## src/logic/lamp_pkg.sv

```systemverilog
`default_nettype none
package lamp_pkg;
  // Timebase and pattern timing
  localparam int unsigned CLK_HZ = 250000000;
  localparam int unsigned TICK_MS = 1;
  localparam int unsigned TICK_CYCLES = CLK_HZ / 1000 * TICK_MS;
  localparam int unsigned FLICKER_MS = 50;
  localparam int unsigned BLINK_MS = 200;
  localparam int unsigned FIELD_DELAY_MS = 15;
  // Channel data format
  localparam int unsigned CHANNELS = 8;
  localparam int unsigned DATA_W = 16;
  localparam int unsigned MAG_W = 15;
  // Double-blink frame in 200 ms slots: lit, dark, lit, then dark gap
  localparam logic [3:0] DOUBLE_MASK = 4'h5;
  localparam int unsigned DOUBLE_SLOTS = 4;
  // Lamp pattern selection
  typedef enum logic [2:0] {
    PAT_OFF,
    PAT_ON,
    PAT_FLICKER,
    PAT_SINGLE,
    PAT_DOUBLE
  } pattern_t;
endpackage
`default_nettype wire

```

## src/logic/status_lamp_pattern_driver.sv

```systemverilog
// Behaviour
// - Both lamps are off when logic power is missing or the module failed.
// - During auto-addressing the run lamp flickers and the fault lamp is off.
// - Watchdog expiry holds both lamps steadily on.
// - Powered, tested and operational gives run lamp on, fault lamp off.
// - Input over-voltage keeps the run lamp on and flickers the fault lamp.
// - Missing field power or a distributor short flickers the fault lamp.
// - Pre-operational mode drives the run lamp with single blink.
// - A nonfatal error drives the fault lamp with single blink.
// - A stopped island bus drives the fault lamp with double blink.
// - Flicker repeats 50 ms lit then 50 ms dark.
// - Single blink repeats 200 ms lit then 200 ms dark.
// - Double blink lights 200 ms, darkens 200 ms, lights again, darkens 200 ms, then repeats.
// - Distributor faults may be reported up to 15 ms after the event.
// - Field power faults local to the module are flagged one clock cycle later, through the output register.
// - Each of eight channel readings is a signed 15-bit magnitude plus sign.
`default_nettype none
module status_lamp_pattern_driver #(
  parameter int unsigned TICK_CYCLES = lamp_pkg::TICK_CYCLES,
  parameter int unsigned FIELD_DELAY_MS = lamp_pkg::FIELD_DELAY_MS
) (
  // Clock and reset
  input wire logic sys_clk_i,
  input wire logic arst_n_i,
  // Module conditions, same clock domain
  input wire logic logic_power_ok_i,
  input wire logic module_failed_i,
  input wire logic auto_addressing_i,
  input wire logic watchdog_expired_i,
  input wire logic self_test_passed_i,
  input wire logic operational_i,
  input wire logic over_voltage_i,
  input wire logic pre_operational_i,
  input wire logic nonfatal_error_i,
  input wire logic island_bus_running_i,
  // Field power faults
  input wire logic field_power_local_fault_i,
  input wire logic field_power_distributor_fault_i,
  // Channel readings
  input wire logic [lamp_pkg::CHANNELS*lamp_pkg::DATA_W-1:0] channel_raw_i,
  input wire logic channel_valid_i,
  output logic [lamp_pkg::CHANNELS*lamp_pkg::DATA_W-1:0] channel_data_o,
  // Lamps and field fault flag
  output logic run_state_lamp_o,
  output logic fault_lamp_o,
  output logic field_fault_o
);
  localparam int unsigned FLICK_W = $clog2(lamp_pkg::FLICKER_MS + 1);
  localparam int unsigned BLINK_W = $clog2(lamp_pkg::BLINK_MS + 1);
  localparam int unsigned DLY_W = $clog2(FIELD_DELAY_MS + 2);
  localparam logic [FLICK_W-1:0] FLICK_LAST = FLICK_W'(lamp_pkg::FLICKER_MS - 1);
  localparam logic [BLINK_W-1:0] BLINK_LAST = BLINK_W'(lamp_pkg::BLINK_MS - 1);
  localparam logic [DLY_W-1:0] DLY_LAST = DLY_W'(FIELD_DELAY_MS);

  wire logic tick;

  // Millisecond timebase
  ms_timebase #(
    .TICK_CYCLES(TICK_CYCLES)
  ) u_timebase (
    .sys_clk_i(sys_clk_i),
    .arst_n_i(arst_n_i),
    .tick_o(tick)
  );

  // Phase counters and phase bits
  logic [FLICK_W-1:0] flick_cnt_reg;
  logic [BLINK_W-1:0] blink_cnt_reg;
  logic flick_dark_reg;
  logic blink_dark_reg;
  logic [1:0] slot_reg;

  wire logic flick_wrap = tick && (flick_cnt_reg == FLICK_LAST);
  wire logic blink_wrap = tick && (blink_cnt_reg == BLINK_LAST);
  wire logic [FLICK_W-1:0] flick_cnt_next =
    flick_wrap ? '0 : (tick ? flick_cnt_reg + FLICK_W'(1) : flick_cnt_reg);
  wire logic [BLINK_W-1:0] blink_cnt_next =
    blink_wrap ? '0 : (tick ? blink_cnt_reg + BLINK_W'(1) : blink_cnt_reg);
  wire logic [1:0] slot_next = blink_wrap ? slot_reg + 2'h1 : slot_reg;

  // Pattern timing counters, lit phase after reset
  always_ff @(posedge sys_clk_i or negedge arst_n_i)
  begin
    if (!arst_n_i)
    begin
      flick_cnt_reg <= '0;
      blink_cnt_reg <= '0;
      flick_dark_reg <= 1'b0;
      blink_dark_reg <= 1'b0;
      slot_reg <= 2'h0;
    end
    else
    begin
      flick_cnt_reg <= flick_cnt_next;
      blink_cnt_reg <= blink_cnt_next;
      flick_dark_reg <= flick_dark_reg ^ flick_wrap;
      blink_dark_reg <= blink_dark_reg ^ blink_wrap;
      slot_reg <= slot_next;
    end
  end

  // Waveforms for each pattern
  wire logic wave_flicker = !flick_dark_reg;
  wire logic wave_single = !blink_dark_reg;
  wire logic wave_double = lamp_pkg::DOUBLE_MASK[slot_reg];

  // Distributor fault qualification, delayed by up to the allowed latency
  logic [1:0] dist_sync_reg;
  logic dist_fault_reg;
  logic [DLY_W-1:0] dly_cnt_reg;
  wire logic dist_seen = dist_sync_reg[1];
  wire logic dly_done = (dly_cnt_reg == DLY_LAST);
  wire logic [DLY_W-1:0] dly_cnt_next =
    !dist_seen ? '0 : ((tick && !dly_done) ? dly_cnt_reg + DLY_W'(1) : dly_cnt_reg);
  wire logic dist_fault_next = dist_seen && (dly_cnt_next != '0 || dist_fault_reg);

  // Synchroniser and report stage
  always_ff @(posedge sys_clk_i or negedge arst_n_i)
  begin
    if (!arst_n_i)
    begin
      dist_sync_reg <= 2'h0;
      dly_cnt_reg <= '0;
      dist_fault_reg <= 1'b0;
    end
    else
    begin
      dist_sync_reg <= {dist_sync_reg[0], field_power_distributor_fault_i};
      dly_cnt_reg <= dly_cnt_next;
      dist_fault_reg <= dist_fault_next;
    end
  end

  // Local field faults reported one cycle later, through the output register
  wire logic local_fault = field_power_local_fault_i;
  wire logic field_fault = local_fault || dist_fault_reg;

  // Condition decode
  wire logic dead = !logic_power_ok_i || module_failed_i;
  wire logic healthy = self_test_passed_i && operational_i;

  // Run lamp pattern selection
  lamp_pkg::pattern_t run_pat;
  always_comb
  begin
    if (dead)
      run_pat = lamp_pkg::PAT_OFF;
    else if (watchdog_expired_i)
      run_pat = lamp_pkg::PAT_ON;
    else if (auto_addressing_i)
      run_pat = lamp_pkg::PAT_FLICKER;
    else if (pre_operational_i)
      run_pat = lamp_pkg::PAT_SINGLE;
    else if (over_voltage_i || healthy)
      run_pat = lamp_pkg::PAT_ON;
    else
      run_pat = lamp_pkg::PAT_OFF;
  end

  // Fault lamp pattern selection
  lamp_pkg::pattern_t fault_pat;
  always_comb
  begin
    if (dead)
      fault_pat = lamp_pkg::PAT_OFF;
    else if (watchdog_expired_i)
      fault_pat = lamp_pkg::PAT_ON;
    else if (auto_addressing_i)
      fault_pat = lamp_pkg::PAT_OFF;
    else if (over_voltage_i || field_fault)
      fault_pat = lamp_pkg::PAT_FLICKER;
    else if (!island_bus_running_i)
      fault_pat = lamp_pkg::PAT_DOUBLE;
    else if (nonfatal_error_i)
      fault_pat = lamp_pkg::PAT_SINGLE;
    else
      fault_pat = lamp_pkg::PAT_OFF;
  end

  // Pattern to lamp level
  function automatic logic pat_level(input lamp_pkg::pattern_t p, input logic fl, input logic sb,
                                     input logic db);
    logic v;
    v = 1'b0;
    case (p)
      lamp_pkg::PAT_ON: v = 1'b1;
      lamp_pkg::PAT_FLICKER: v = fl;
      lamp_pkg::PAT_SINGLE: v = sb;
      lamp_pkg::PAT_DOUBLE: v = db;
      default: v = 1'b0;
    endcase
    return v;
  endfunction

  wire logic run_lamp_next = pat_level(run_pat, wave_flicker, wave_single, wave_double);
  wire logic fault_lamp_next = pat_level(fault_pat, wave_flicker, wave_single, wave_double);

  // Lamp output registers
  logic run_lamp_reg;
  logic fault_lamp_reg;
  logic field_fault_reg;
  always_ff @(posedge sys_clk_i or negedge arst_n_i)
  begin
    if (!arst_n_i)
    begin
      run_lamp_reg <= 1'b0;
      fault_lamp_reg <= 1'b0;
      field_fault_reg <= 1'b0;
    end
    else
    begin
      run_lamp_reg <= run_lamp_next;
      fault_lamp_reg <= fault_lamp_next;
      field_fault_reg <= field_fault;
    end
  end

  assign run_state_lamp_o = run_lamp_reg;
  assign fault_lamp_o = fault_lamp_reg;
  assign field_fault_o = field_fault_reg;

  // Channel data: signed, sign bit above the magnitude
  logic [lamp_pkg::CHANNELS*lamp_pkg::DATA_W-1:0] chan_reg;
  genvar g;
  generate
    for (g = 0; g < lamp_pkg::CHANNELS; g++)
    begin : g_chan
      wire logic [lamp_pkg::DATA_W-1:0] raw =
        channel_raw_i[g*lamp_pkg::DATA_W +: lamp_pkg::DATA_W];
      always_ff @(posedge sys_clk_i or negedge arst_n_i)
      begin
        if (!arst_n_i)
          chan_reg[g*lamp_pkg::DATA_W +: lamp_pkg::DATA_W] <= '0;
        else if (channel_valid_i)
          chan_reg[g*lamp_pkg::DATA_W +: lamp_pkg::DATA_W] <=
            {raw[lamp_pkg::MAG_W], raw[lamp_pkg::MAG_W-1:0]};
      end
    end
  endgenerate

  assign channel_data_o = chan_reg;
endmodule
`default_nettype wire

```

## src/logic/ms_timebase.sv

```systemverilog
`default_nettype none
// Free-running one-millisecond tick from the system clock
module ms_timebase #(
  parameter int unsigned TICK_CYCLES = lamp_pkg::TICK_CYCLES
) (
  // Clock and reset
  input wire logic sys_clk_i,
  input wire logic arst_n_i,
  // Tick
  output logic tick_o
);
  localparam int unsigned CW = $clog2(TICK_CYCLES + 1);
  localparam logic [CW-1:0] LAST = CW'(TICK_CYCLES - 1);
  logic [CW-1:0] cnt_reg;
  wire logic at_last = (cnt_reg == LAST);
  wire logic [CW-1:0] cnt_next = at_last ? '0 : cnt_reg + CW'(1);

  // Cycle counter
  always_ff @(posedge sys_clk_i or negedge arst_n_i)
  begin
    if (!arst_n_i)
      cnt_reg <= '0;
    else
      cnt_reg <= cnt_next;
  end

  assign tick_o = at_last;
endmodule
`default_nettype wire

```

## config.mk

```make
export PLATFORM = sky130hd
export DESIGN_NAME = status_lamp_pattern_driver
export DESIGN_NICKNAME = d
export VERILOG_FILES = /design/src/logic/lamp_pkg.sv /design/src/logic/status_lamp_pattern_driver.sv /design/src/logic/ms_timebase.sv
export SDC_FILE = /design/constraint.sdc
export NUM_CORES = 1
export LEC_CHECK = 0
export ABC_CLOCK_PERIOD_IN_PS = 3500
export BUFFER_PORTS_ARGS = -buffer_cell sky130_fd_sc_hd__buf_4
export CORE_ASPECT_RATIO = 0.8
export CORE_UTILIZATION = 53
export CTS_CLUSTER_DIAMETER = 120
export CTS_CLUSTER_SIZE = 20
export DETAILED_ROUTE_END_ITERATION = 10
export PLACE_DENSITY_LB_ADDON = 0.08
export SYNTH_ARGS = -nofsm -noshare
export SYNTH_HDL_FRONTEND = slang
export SYNTH_SLANG_ARGS = --single-unit
```

## constraint.sdc

```tcl
create_clock -name sys_clk_i -period 3.5 [get_ports sys_clk_i]
set_input_delay 0.175 -clock sys_clk_i [delete_from_list [all_inputs] [get_ports sys_clk_i]]
set_output_delay 0.175 -clock sys_clk_i [all_outputs]
set_load 0.05 [all_outputs]
```

### Yosys cells after proc, flatten, opt, wreduce, memory -nomap -nowiden

Cells that the tools add are included.

| storage, ports and cells | value |
|---|---|
| register bits after elaboration | 175 |
| input port bits | 143 |
| output and inout bits | 131 |
| word-level logic and storage cells | 79 |

| operators by class | value |
|---|---|
| add/subtract/negate cells | 5 |
| order comparisons | 1 |
| equal/unequal tests | 12 |
| multiplexer cells | 22 |
| bitwise operators | 2 |
| reduce and logical (&&, ||, !) cells | 17 |

Operators by type and width:

| operator | number |
|---|---|
| 2-to-1 mux 3 bit | 8 |
| adder 18 x 1 -> 18 bit, second input constant | 1 |
| == test 18 bit, second input constant | 1 |
| 2-to-1 mux 18 bit | 1 |
| 2-to-1 mux 8 bit | 2 |
| == test 3 x 2 -> 1 bit, second input constant | 4 |
| 2-to-1 mux 6 bit | 2 |
| 2-to-1 mux 5 bit | 2 |
| adder 8 x 1 -> 8 bit, second input constant | 1 |
| == test 8 bit, second input constant | 1 |
| one-hot mux 1 bit (4 select lines) | 2 |
| adder 6 x 1 -> 6 bit, second input constant | 1 |
| == test 3 x 1 -> 1 bit, second input constant | 2 |
| == test 3 bit, second input constant | 2 |
| == test 6 bit, second input constant | 1 |
| adder 5 x 1 -> 5 bit, second input constant | 1 |
| == test 5 x 4 -> 1 bit, second input constant | 1 |
| logical AND 1 bit | 5 |
| logical OR 1 bit | 5 |
| nonzero test 5 bit | 1 |
| logical NOT 1 bit | 4 |
| 2-to-1 mux 2 bit | 2 |
| nonzero test 2 bit | 2 |
| < comparator 2 x 3 -> 1 bit, second input constant | 1 |
| 4 further kinds | 6 |

### Depth between registers and ports, before layout

Gate-level depths: netlist of run 1.

| logic depth | value |
|---|---|
| depth in word-level cells | 9 |
| mapped depth | 7 |
| gate-level depth less buffers | 7 |

### Modules after synthesis

A second synthesis of run 1 with hierarchy kept.

| second synthesis, totals | value |
|---|---|
| cells, all modules | 480 |
| area, all modules | 6,999.2 sq um |

By module, submodules not included:

| module | instances | cells an instance | area an instance (sq um) | seq. area each (sq um) |
|---|---|---|---|---|
| status_lamp_pattern_driver | 1 | 400 | 6,109.6 | 3,928.8 |
| ms_timebase | 1 | 80 | 889.6 | 450.4 |

### Worst setup path before layout of run 1

No wires, ideal clock.

| path | value |
|---|---|
| path kind | reg2reg |
| start | reg dly_cnt_reg[0] |
| end | reg dist_fault_reg |
| library setup time | 129 ps |
| arrival time | 2,016 ps |
| data required time | 3,371 ps |
| path slack | 1,355 ps |
| stages on the path, launching flop included | 7 |
| buffers on the path | 0 |
| clock period less this slack | 2,145 ps |
| cell sequence | dfrtp_1 ha_1 and3_1 ha_1 or4_4 xnor2_2 o41a_1 |

| on the way | value |
|---|---|
| cells in the longest elaborated chain, start to end | 8 |
| elaborated cells between the ends (all ways) | 9 |
| classes of those cells | 1 x add/sub; 1 x eq/ne; 2 x mux; 5 x reduce/logical |

RTL lines:

| element | RTL line | source |
|---|---|---|
| start, declared | status_lamp_pattern_driver.sv:110 | `logic [DLY_W-1:0] dly_cnt_reg;` |
| start signal, assigned | status_lamp_pattern_driver.sv:129 | `dly_cnt_reg <= dly_cnt_next;` |
| parallel branches: the longest is 3 deep, another holds adder 5 x 1 -> 5 bit | -- |  |
| 2-to-1 mux 5 bit * (2 in series) | status_lamp_pattern_driver.sv:114 | `!dist_seen ? '0 : ((tick && !dly_done) ? dly_cnt_reg + DLY_W'(1) : dly_cnt_reg);` |
| nonzero test 5 bit * | status_lamp_pattern_driver.sv:115 | `wire logic dist_fault_next = dist_seen && (dly_cnt_next != '0 \|\| dist_fault_reg);` |
| logical OR 1 bit * | status_lamp_pattern_driver.sv:115 |  |
| logical AND 1 bit * | status_lamp_pattern_driver.sv:115 |  |
| named net dist_fault_next | status_lamp_pattern_driver.sv:115 |  |
| end signal, assigned | status_lamp_pattern_driver.sv:130 | `dist_fault_reg <= dist_fault_next;` |
| end, declared | status_lamp_pattern_driver.sv:109 | `logic dist_fault_reg;` |

Mark *: on every way through the listed nets, which the timed path passes.
A chain may end at the register's enable or synchronous reset.

### Worst setup path after layout of run 1

| path | value |
|---|---|
| start | reg dly_cnt_reg[1] |
| end | reg dist_fault_reg |

Same word-level chain as after synthesis.

==> metrics.yaml, run 1 <==
clockBufferDepth: 2
routedWlPerCell_um: 21.8
rsz0062_at_grt: "false"
hp-start: "logic_power_ok_i"
grt_pass1_wl_mm: 35.4
ys_seq_area_share_pct: 62.2
cts_setup_buffers: 0
first_pass_iters: 5
leakage_uw: 0.00527
floorplan.initialDensity_pct: 54.5
rows: 37
finalSetupViolCount: 0
yosysMostFrequentCell: "dfrtp_1"
synth.avg_cell_area_um2: 14.4
grt_max_degree: 88
antenna_found_initial: 2
worst_setup_path_start_kind: "flip-flop"
yosys_register_bits: 175
synthDistinctLibCells: 51
cts.repair.resized: 0
numCtsBuffers: 17
yosys.area.top_type: "dfrtp_1"
worst_setup_path_end_kind: "flip-flop"
fin_total_pwr_uw: 5450
portBuffers: 273
cts_sinks: 175
hold_buffers: 130
synth_ff_type: "dfrtp_1"
yosys-top-cells-area: "dfrtp_1 (62%), mux2_2 (21%), xor2_1 (1.6%)"
max_freq_mhz: 431
coreArea_um2: 12900
ios: 274
min_period_ns: 2.32
skew_ns: 0.00796
largest_reg_flops: 128
dieArea_um2: 13800
cts.htree.levels: 4
cts_tree: "done"
routed_via_density: 5.39
hold_class: "in2reg"
clock_latency_ns: 0.43
dp_hpwl_mm: 12.9
path_max_fanout: 4
worst_pin_slew_ns: 0.825
die_h_um: 105
drtIter0Drc: 392
startpoint: "dly_cnt_reg[1]"
cp_num_buf_inv: 0
cts_root_buf: "clkbuf_16"
finalSetupTns_ns: 0
cp.arrival_ns: 2.62
critical_path.top_delay_family: "simple AND/OR/NAND/NOR gates"
finalNetCount: 1051
areaGrowthSynthToFinish_pct: 58.4
clk_pin_slew_ns: 0.06
peakVddDrop_uv: 386
grt_pass1_vias: 6405
synth_nets: 640
finalWeightedCongestion: 0.804
layout-drive-gt1-share_pct: 48.7
vias: 5873
cp_slowest_cell: "or4_4"
netlist_area_um2: 7040
synth_top_area_share_pct: 62.2
outcome: "finished clean"
drv_cap: 0
drc_errors: 0
critPathKind: "reg2reg"
synthTopCellsByCount: "dfrtp_1 (175), mux2_2 (129), nor2_1 (20), nand2_1 (19)"
ys_async_sr_fraction_pct: 100
slowest_delay_ns: 0.57
report.final.slew_viol_count: 0
fin_crit_sh_pct: 66.2
antenna_left: 0
routed_wl_mm: 23.7
grt-ovfl-total: 0
timing.final.hold_violations: 0
syn-instance-count: 489
crit_top_cell: "ha_1"
r2r-start: "dly_cnt_reg[1]"
synth-edff-count: 0
pwr_density_cell_nw_per_um2: 489
critPathRequiredTime_ns: 3.80
yosysWarnings: 0
grtUsageTotal_pct: 35.2
maxSlewHeadroom_pct: 45.0
crit_chain: "ha_1 > and3_1 > ha_1 > or4_4 > xnor2_2 > o41a_1"
die-width_um: 131
## final timing paths
path	slack (ns)	end	cells after the start
hold reg to reg	0.35	dist_sync_reg[1]	0
min in group asynchronous	0.42	channel_data_o[46]	2
setup reg to reg	1.18	dist_fault_reg	6
setup / recovery	1.18	dist_fault_reg	6
hold / removal	0.01	fault_lamp_o	2
max in group asynchronous	2.10	channel_data_o[24]	3
## layer usage
metal / vias up / wire length (um) / track usage (%)
met1: 2929 / 8800 / 39.1
met4: 0 / 1130 / 18.8
li1: 2561 / - / -
met3: 86 / 1600 / 10.9
met2: 297 / 12200 / 60.0
met5: - / 0 / 0
## where the power goes
group | switching, uW | total [uW] | internal [uW]
Clock | 769 | 1820 | 1050
Sequential | 108 | 2280 | 2180
Combinational | 831 | 1360 | 524
Total | 1710 | 5450 | 3750
## layout by cell type (no fill, tap or decap), drive strengths merged, types with 3 or more instances in the layout
master,synthesis,layout
xnor2,13,13
clkinv,0,4
o21ai,9,9
nand2,20,20
and2,6,6
a211oi,4,4
inv,7,7
mux2,129,129
ha,8,8
nand3,11,11
dfrtp,175,175
and3,6,6
dlygate4sd3,0,131
nor2,21,21
nand3b,4,4
clkbuf,13,25
nand4,5,5
and4,3,3
nor3,7,7
xor2,13,13
nor4b,3,3
buf,4,278
## per-stage QoR
stage / instance area, um2 / hold slack [ns] / cells / setup WS (ns) / utilization, %
after floorplan: 7040 / -0.121 / 489 / 1.35 / -
after global placement: 9280 / 0.277 / 925 / 1.32 / 71.9
after detailed placement: 9280 / 0.287 / 925 / 1.26 / 71.9
after CTS: 11100 / 0.000860 / 1086 / 1.26 / 86.2
after global routing: 11200 / 0.00224 / 1089 / 1.01 / 86.4
final: 11200 / 0.0141 / 1089 / 1.18 / 86.4
## area by class of cell
cell class	count	area (um2)
Sequential cell	175	4380
Timing Repair Buffer	409	3400
Fill cell	571	1760
Inverter	7	26.3
Clock inverter	6	57.6
Tap cell	175	219
Antenna cell	2	5.00
Clock buffer	25	495
Multi-Input combinational cell	290	2570
## cells by family after synthesis
kind of cell / after synthesis / synth area share (%)
xor gates and xnor gates: 26 / 3.34
AOI/OAI and AO/OA: 25 / 2.47
DFF: 175 / 62.2
and+or+nand+nor: 100 / 8.34
adders and majority gates: 8 / 1.42
muxes: 131 / 20.9
buffers and inverters: 24 / 1.32
(Power assumes the default switching activity.)
==> run 2: changes to the inputs <==
ABC_CLOCK_PERIOD_IN_PS = 2120   (was 3500)
CORE_UTILIZATION = 44   (was 53)
clock period = 2.12 ns   (was 3.5 ns; I/O delays follow)
==> run 2 against run 1 <==
Compared with the run above:
- sequential share of layout area down 1.1 points
- critical path depth is the same
- worst setup slack lost 1.1 ns
- combinational power up 63%
- register-to-register slack lost 1.1 ns
- global-route usage decreased by 10 points
- via count fell by 5.7%
- wire length decreased by 14%
- critical path type unchanged
- largest cell class unchanged
==> metrics.yaml, run 2 (synthesis results as in run 1) <==
crit_chain: "ha_4 > and3_4 > nand3_2 > or4_4 > xnor2_2 > o41a_1"
dp_slack_ns: -0.0150
clockBufferDepth: 2
swShare_pct: 31.8
finalSetupViolCount: 0
clkPwrFrac_pct: 33.5
finalSetupTns_ns: 0
maxSlewHeadroom_pct: 60.0
cts_sinks: 175
whs_ns: 0.0401
rrSetupSlack_ns: 0.06
grt_max_degree: 54
rows: 40
dp_hpwl_mm: 13.2
grt_pass1_vias: 5958
fillCellCount: 934
vias: 5541
die_h_um: 115
hold_class: "in2reg"
cts.htree.levels: 4
drc_errors: 0
outcome: "finished clean"
critical_path.top_delay_family: "simple AND/OR/NAND/NOR gates"
antenna_left: 0
slowest_delay_ns: 0.55
routed_via_density: 4.84
timing.final.hold_violations: 0
finalNetCount: 1071
clk_pin_slew_ns: 0.07
die-width_um: 143
peakVddDrop_uv: 556
cts_tree: "done"
pwr-share-comb_pct: 24.8
reg2reg_depth: 6
antenna_found_initial: 1
fin_crit_sh_pct: 97.4
p_int_uw: 6110
hp-start: "watchdog_expired_i"
layout_commonest_cell: "buf_4"
largest_reg_flops: 128
first_pass_iters: 4
worst_pin_slew_ns: 0.595
layout-drive-gt1-share_pct: 50.9
min_period_ns: 2.06
finalWeightedCongestion: 0.804
critPathKind: "reg2reg"
areaGrowthSynthToFinish_pct: 62.9
worst_setup_path_end_kind: "flip-flop"
critPathRequiredTime_ns: 2.42
final_cell_mix: "buf_4 (289), dfrtp_1 (173), dlygate4sd3_1 (134)"
worst_slack_ns: 0.0556
grtUsageTotal_pct: 25.0
routedWlPerCell_um: 17.8
hold_depth: 3
cts_root_buf: "clkbuf_16"
routed_wl_mm: 20.3
power.switching_uw: 2840
grt-ovfl-total: 0
clock_latency_ns: 0.42
cp_num_buf_inv: 0
worstReg2RegEnd: "dist_fault_reg"
report.final.slew_viol_count: 0
skew_ns: 0.00706
p_seq_share_pct: 41.7
grt_pass1_wl_mm: 31.1
max_freq_mhz: 484
hold-path-endpoint: "fault_lamp_o"
cp_slowest_cell: "or4_4"
drtIter0Drc: 279
drv_cap: 0
numCtsBuffers: 17
dieArea_um2: 16500
worst_setup_path_start_kind: "flip-flop"
coreArea_um2: 15300
portBuffers: 273
r2r-start: "u_timebase.cnt_reg[0]"
leakage_uw: 0.00537
cp.arrival_ns: 2.36
floorplan.initialDensity_pct: 46.0
ios: 274
pwr_density_cell_nw_per_um2: 780
path_max_fanout: 4
run 2: metrics by stage:
step	area [um2]	instances	utilization (%)	power, uW
global route	11500	1143	74.9	9250
global placement	9500	974	62.0	5740
finish	11500	1144	74.9	8950
detailed placement	9500	974	62.0	5780
floorplan	7040	489	-	4960
CTS	11400	1139	74.5	8960
run 2: cell type report:
type,count,area [um2],share of cell area [%]
tap,210,263,2.29
clock buffer,17,425,3.71
clock inverter,14,133,1.16
timing repair buffer,429,3620,31.6
multi-input combinational,290,2610,22.8
antenna,2,5.00,0.0436
sequential,175,4380,38.2
inverter,7,26.3,0.229
run 2: worst max-delay path by stage:
stage,cells after the start,to,slack [ns],startpoint
after global placement,6,dist_fault_reg,-0.007,dly_cnt_reg[0]
after global routing,6,dist_fault_reg,-0.004,u_timebase.cnt_reg[0]
after detailed placement,6,dist_fault_reg,-0.01,dly_cnt_reg[0]
after floorplan,6,dist_fault_reg,0.01,dly_cnt_reg[0]
final,6,dist_fault_reg,0.06,u_timebase.cnt_reg[0]
after CTS,6,dist_fault_reg,0.02,dly_cnt_reg[0]
run 2: tightest hold or removal path, cell delays in order:
cell,delay [ns]
buf_4,0.08
o21bai_1,0.09
and3b_1,0.15
run 2: power by group through the flow:
stage	Clock [uW]	Sequential, uW	Combinational, uW
2_1_floorplan	0	4660	300
3_3_place_gp	0	3770	1980
3_5_place_dp	0	3780	2000
4_1_cts	3030	3720	2210
5_1_grt	3180	3760	2310
6_report	3000	3730	2220
run 2: repair_timing:
action,in CTS,in global routing
endpoints found under the hold margin,177,0
endpoints found under the setup margin,1,4
hold buffers,134,0
setup buffers,0,3
pin swaps,0,3
resized for setup,3,8
run 2: layer usage:
layer | track usage, % | part of all wire [%] | vias to the layer above | wire [um]
met5 | 0 | 0 | - | 0
met4 | 11.4 | 2.5 | 0 | 506
met3 | 6.25 | 5.8 | 39 | 1190
met2 | 43.7 | 52 | 174 | 10500
met1 | 29.2 | 40 | 2725 | 8140
li1 | - | - | 2603 | -
==> run 3: changes to the inputs <==
ABC_AREA = 1   (was default)
==> run 3 against run 2 <==
Compared with the run above:
- combinational power barely moved
- synthesized cell count rose by 18%
- die area rose by 2.8%
- sequential power barely moved
- register-to-register slack improved by 0.14 ns
- via count rose by 6.0%
- worst setup slack improved by 0.14 ns
- clock power rose by 6%
- largest power group unchanged
==> metrics.yaml, run 3 <==
hold_class: "in2reg"
critical_path.top_delay_family: "buffers and inverters"
timing.final.hold_violations: 0
vias: 5871
instances_no_fill: 1223
synth_ff_type: "dfrtp_1"
yosys.area.top_type: "dfrtp_1"
drtIter0Drc: 221
critPathKind: "reg2reg"
portBuffers: 273
grt_pass1_wl_mm: 31.5
synth-edff-count: 0
cts_setup_buffers: 0
first_pass_iters: 4
syn-instance-count: 578
cts_tree: "done"
synth.avg_cell_area_um2: 12.5
areaGrowthSynthToFinish_pct: 59.5
path_max_fanout: 2
cp.arrival_ns: 2.24
synthTopCellsByCount: "dfrtp_1 (175), mux2_2 (128), inv_1 (56), nand2_1 (46), nor2_1 (37)"
cp_slowest_cell: "dlygate4sd3_1"
ios: 274
dp_hpwl_mm: 13.4
skew_ns: 0.00611
slowest_delay_ns: 0.57
crit_top_cell: "a21oi_1"
min_period_ns: 1.93
path_depth: 7
outcome: "finished clean"
synthDistinctLibCells: 36
die-width_um: 145
dieArea_um2: 17000
routed_via_density: 4.80
rsz0062_at_grt: "false"
rows: 41
r2r-start: "slot_reg[0]"
leakage_uw: 0.00557
clk_pin_slew_ns: 0.07
pwr_density_cell_nw_per_um2: 789
worst_setup_path_start_kind: "flip-flop"
clock_latency_ns: 0.42
routed_wl_mm: 20.1
hold_depth: 2
hold-path-endpoint: "channel_data_o[122]"
netlist_area_um2: 7240
largest_reg_flops: 128
worst_setup_path_end_kind: "flip-flop"
worstReg2RegEnd: "fault_lamp_o"
whs_ns: 0.0580
hp-start: "channel_valid_i"
critPathRequiredTime_ns: 2.44
layout_commonest_cell: "buf_4"
layout-drive-gt1-share_pct: 45.0
floorplan.initialDensity_pct: 45.5
grt_max_degree: 75
cts_sinks: 175
ys_async_sr_fraction_pct: 100
final_cell_mix: "buf_4 (273), dfrtp_1 (175), dlygate4sd3_1 (136)"
worst_slack_ns: 0.192
peakVddDrop_uv: 630
report.final.slew_viol_count: 0
die_h_um: 117
fin_crit_sh_pct: 90.9
routedWlPerCell_um: 16.4
yosys_register_bits: 175
final_core_util_pct: 72.6
placed_cells: 1056
antenna_found_initial: 0
yosysMostFrequentCell: "dfrtp_1"
numCtsBuffers: 17
maxSlewHeadroom_pct: 63.3
drv_cap: 0
grt-ovfl-total: 0
dp_slack_ns: 0.156
cts.htree.levels: 4
clockBufferDepth: 2
grtUsageTotal_pct: 24.3
finalNetCount: 1147
finalSetupTns_ns: 0
cts_root_buf: "clkbuf_16"
grt_pass1_vias: 6252
rrSetupSlack_ns: 0.19
finalSetupViolCount: 0
worst_pin_slew_ns: 0.545
antenna_cells: 0
max_freq_mhz: 519
ys_seq_area_share_pct: 60.5
antenna_left: 0
reg2reg_depth: 7
crit_chain: "inv_1 > ha_1 > o31ai_1 > a21oi_1 > a21oi_1 > dlygate4sd3_1 > nor2_1"
finalWeightedCongestion: 0.860
cp_num_buf_inv: 2
synth_nets: 729
yosys-top-cells-area: "dfrtp_1 (61%), mux2_2 (20%), inv_1 (2.9%)"
yosysWarnings: 0
drc_errors: 0
coreArea_um2: 15900
synth_top_area_share_pct: 60.5
run 3: cell type report:
type / count / area, um2
clock buffer: 22 / 454
clock inverter: 9 / 135
fill: 1054 / 4360
inverter: 59 / 221
multi-input combinational: 328 / 2560
sequential: 175 / 4380
tap: 215 / 269
timing repair buffer: 415 / 3520
run 3: cells by family (layout without fill, tap and decap cells):
family                   after synthesis  count (layout)  share of synthesized area (%)
buffers and inverters                 75             505                           4.17
flip-flops                           175             175                           60.5
adder cells (fa/ha/maj)                8               8                           1.38
multiplexers                         129             129                           20.1
AND/OR/NAND/NOR                      146             146                           10.0
XOR/XNOR                              10              10                           1.21
AO/OA/AOI/OAI                         35              35                           2.66
run 3: what timing repair did:
item | CTS | global route
hold endpoints to repair | 182 | 0
hold buffers | 136 | 0
endpoints found under the setup margin | 0 | 6
gates resized for setup | 0 | 3
run 3: power by group:
part           internal [uW]  total, uW  switching (uW)
clock network           1880       3170            1290
logic                    880       2200            1320
registers               3590       3740             146
run 3: routing by layer:
layer  up-vias  GRT usage, %  wire (um)
met5         -             0          0
met4         0          8.98        437
met3        35          9.38       1550
met2       191          43.4      10400
met1      2858          26.8       7720
li1       2787             -          -
run 3: worst max path at each step:
stage                                from                to  slack, ns
finish                        slot_reg[0]      fault_lamp_o       0.19
global route               dly_cnt_reg[0]    dist_fault_reg       0.03
CTS                 u_timebase.cnt_reg[0]  blink_cnt_reg[7]       0.13
detailed placement  u_timebase.cnt_reg[0]       slot_reg[1]       0.16
global placement    u_timebase.cnt_reg[0]       slot_reg[1]       0.24
floorplan                  dly_cnt_reg[0]    dist_fault_reg       0.44
run 3: stage by stage:
step	power [uW]	instance area, um2
CTS	9160	11500
global route	9430	11500
detailed placement	5770	9590
floorplan	4960	7240
global placement	5740	9590
finish	9110	11500
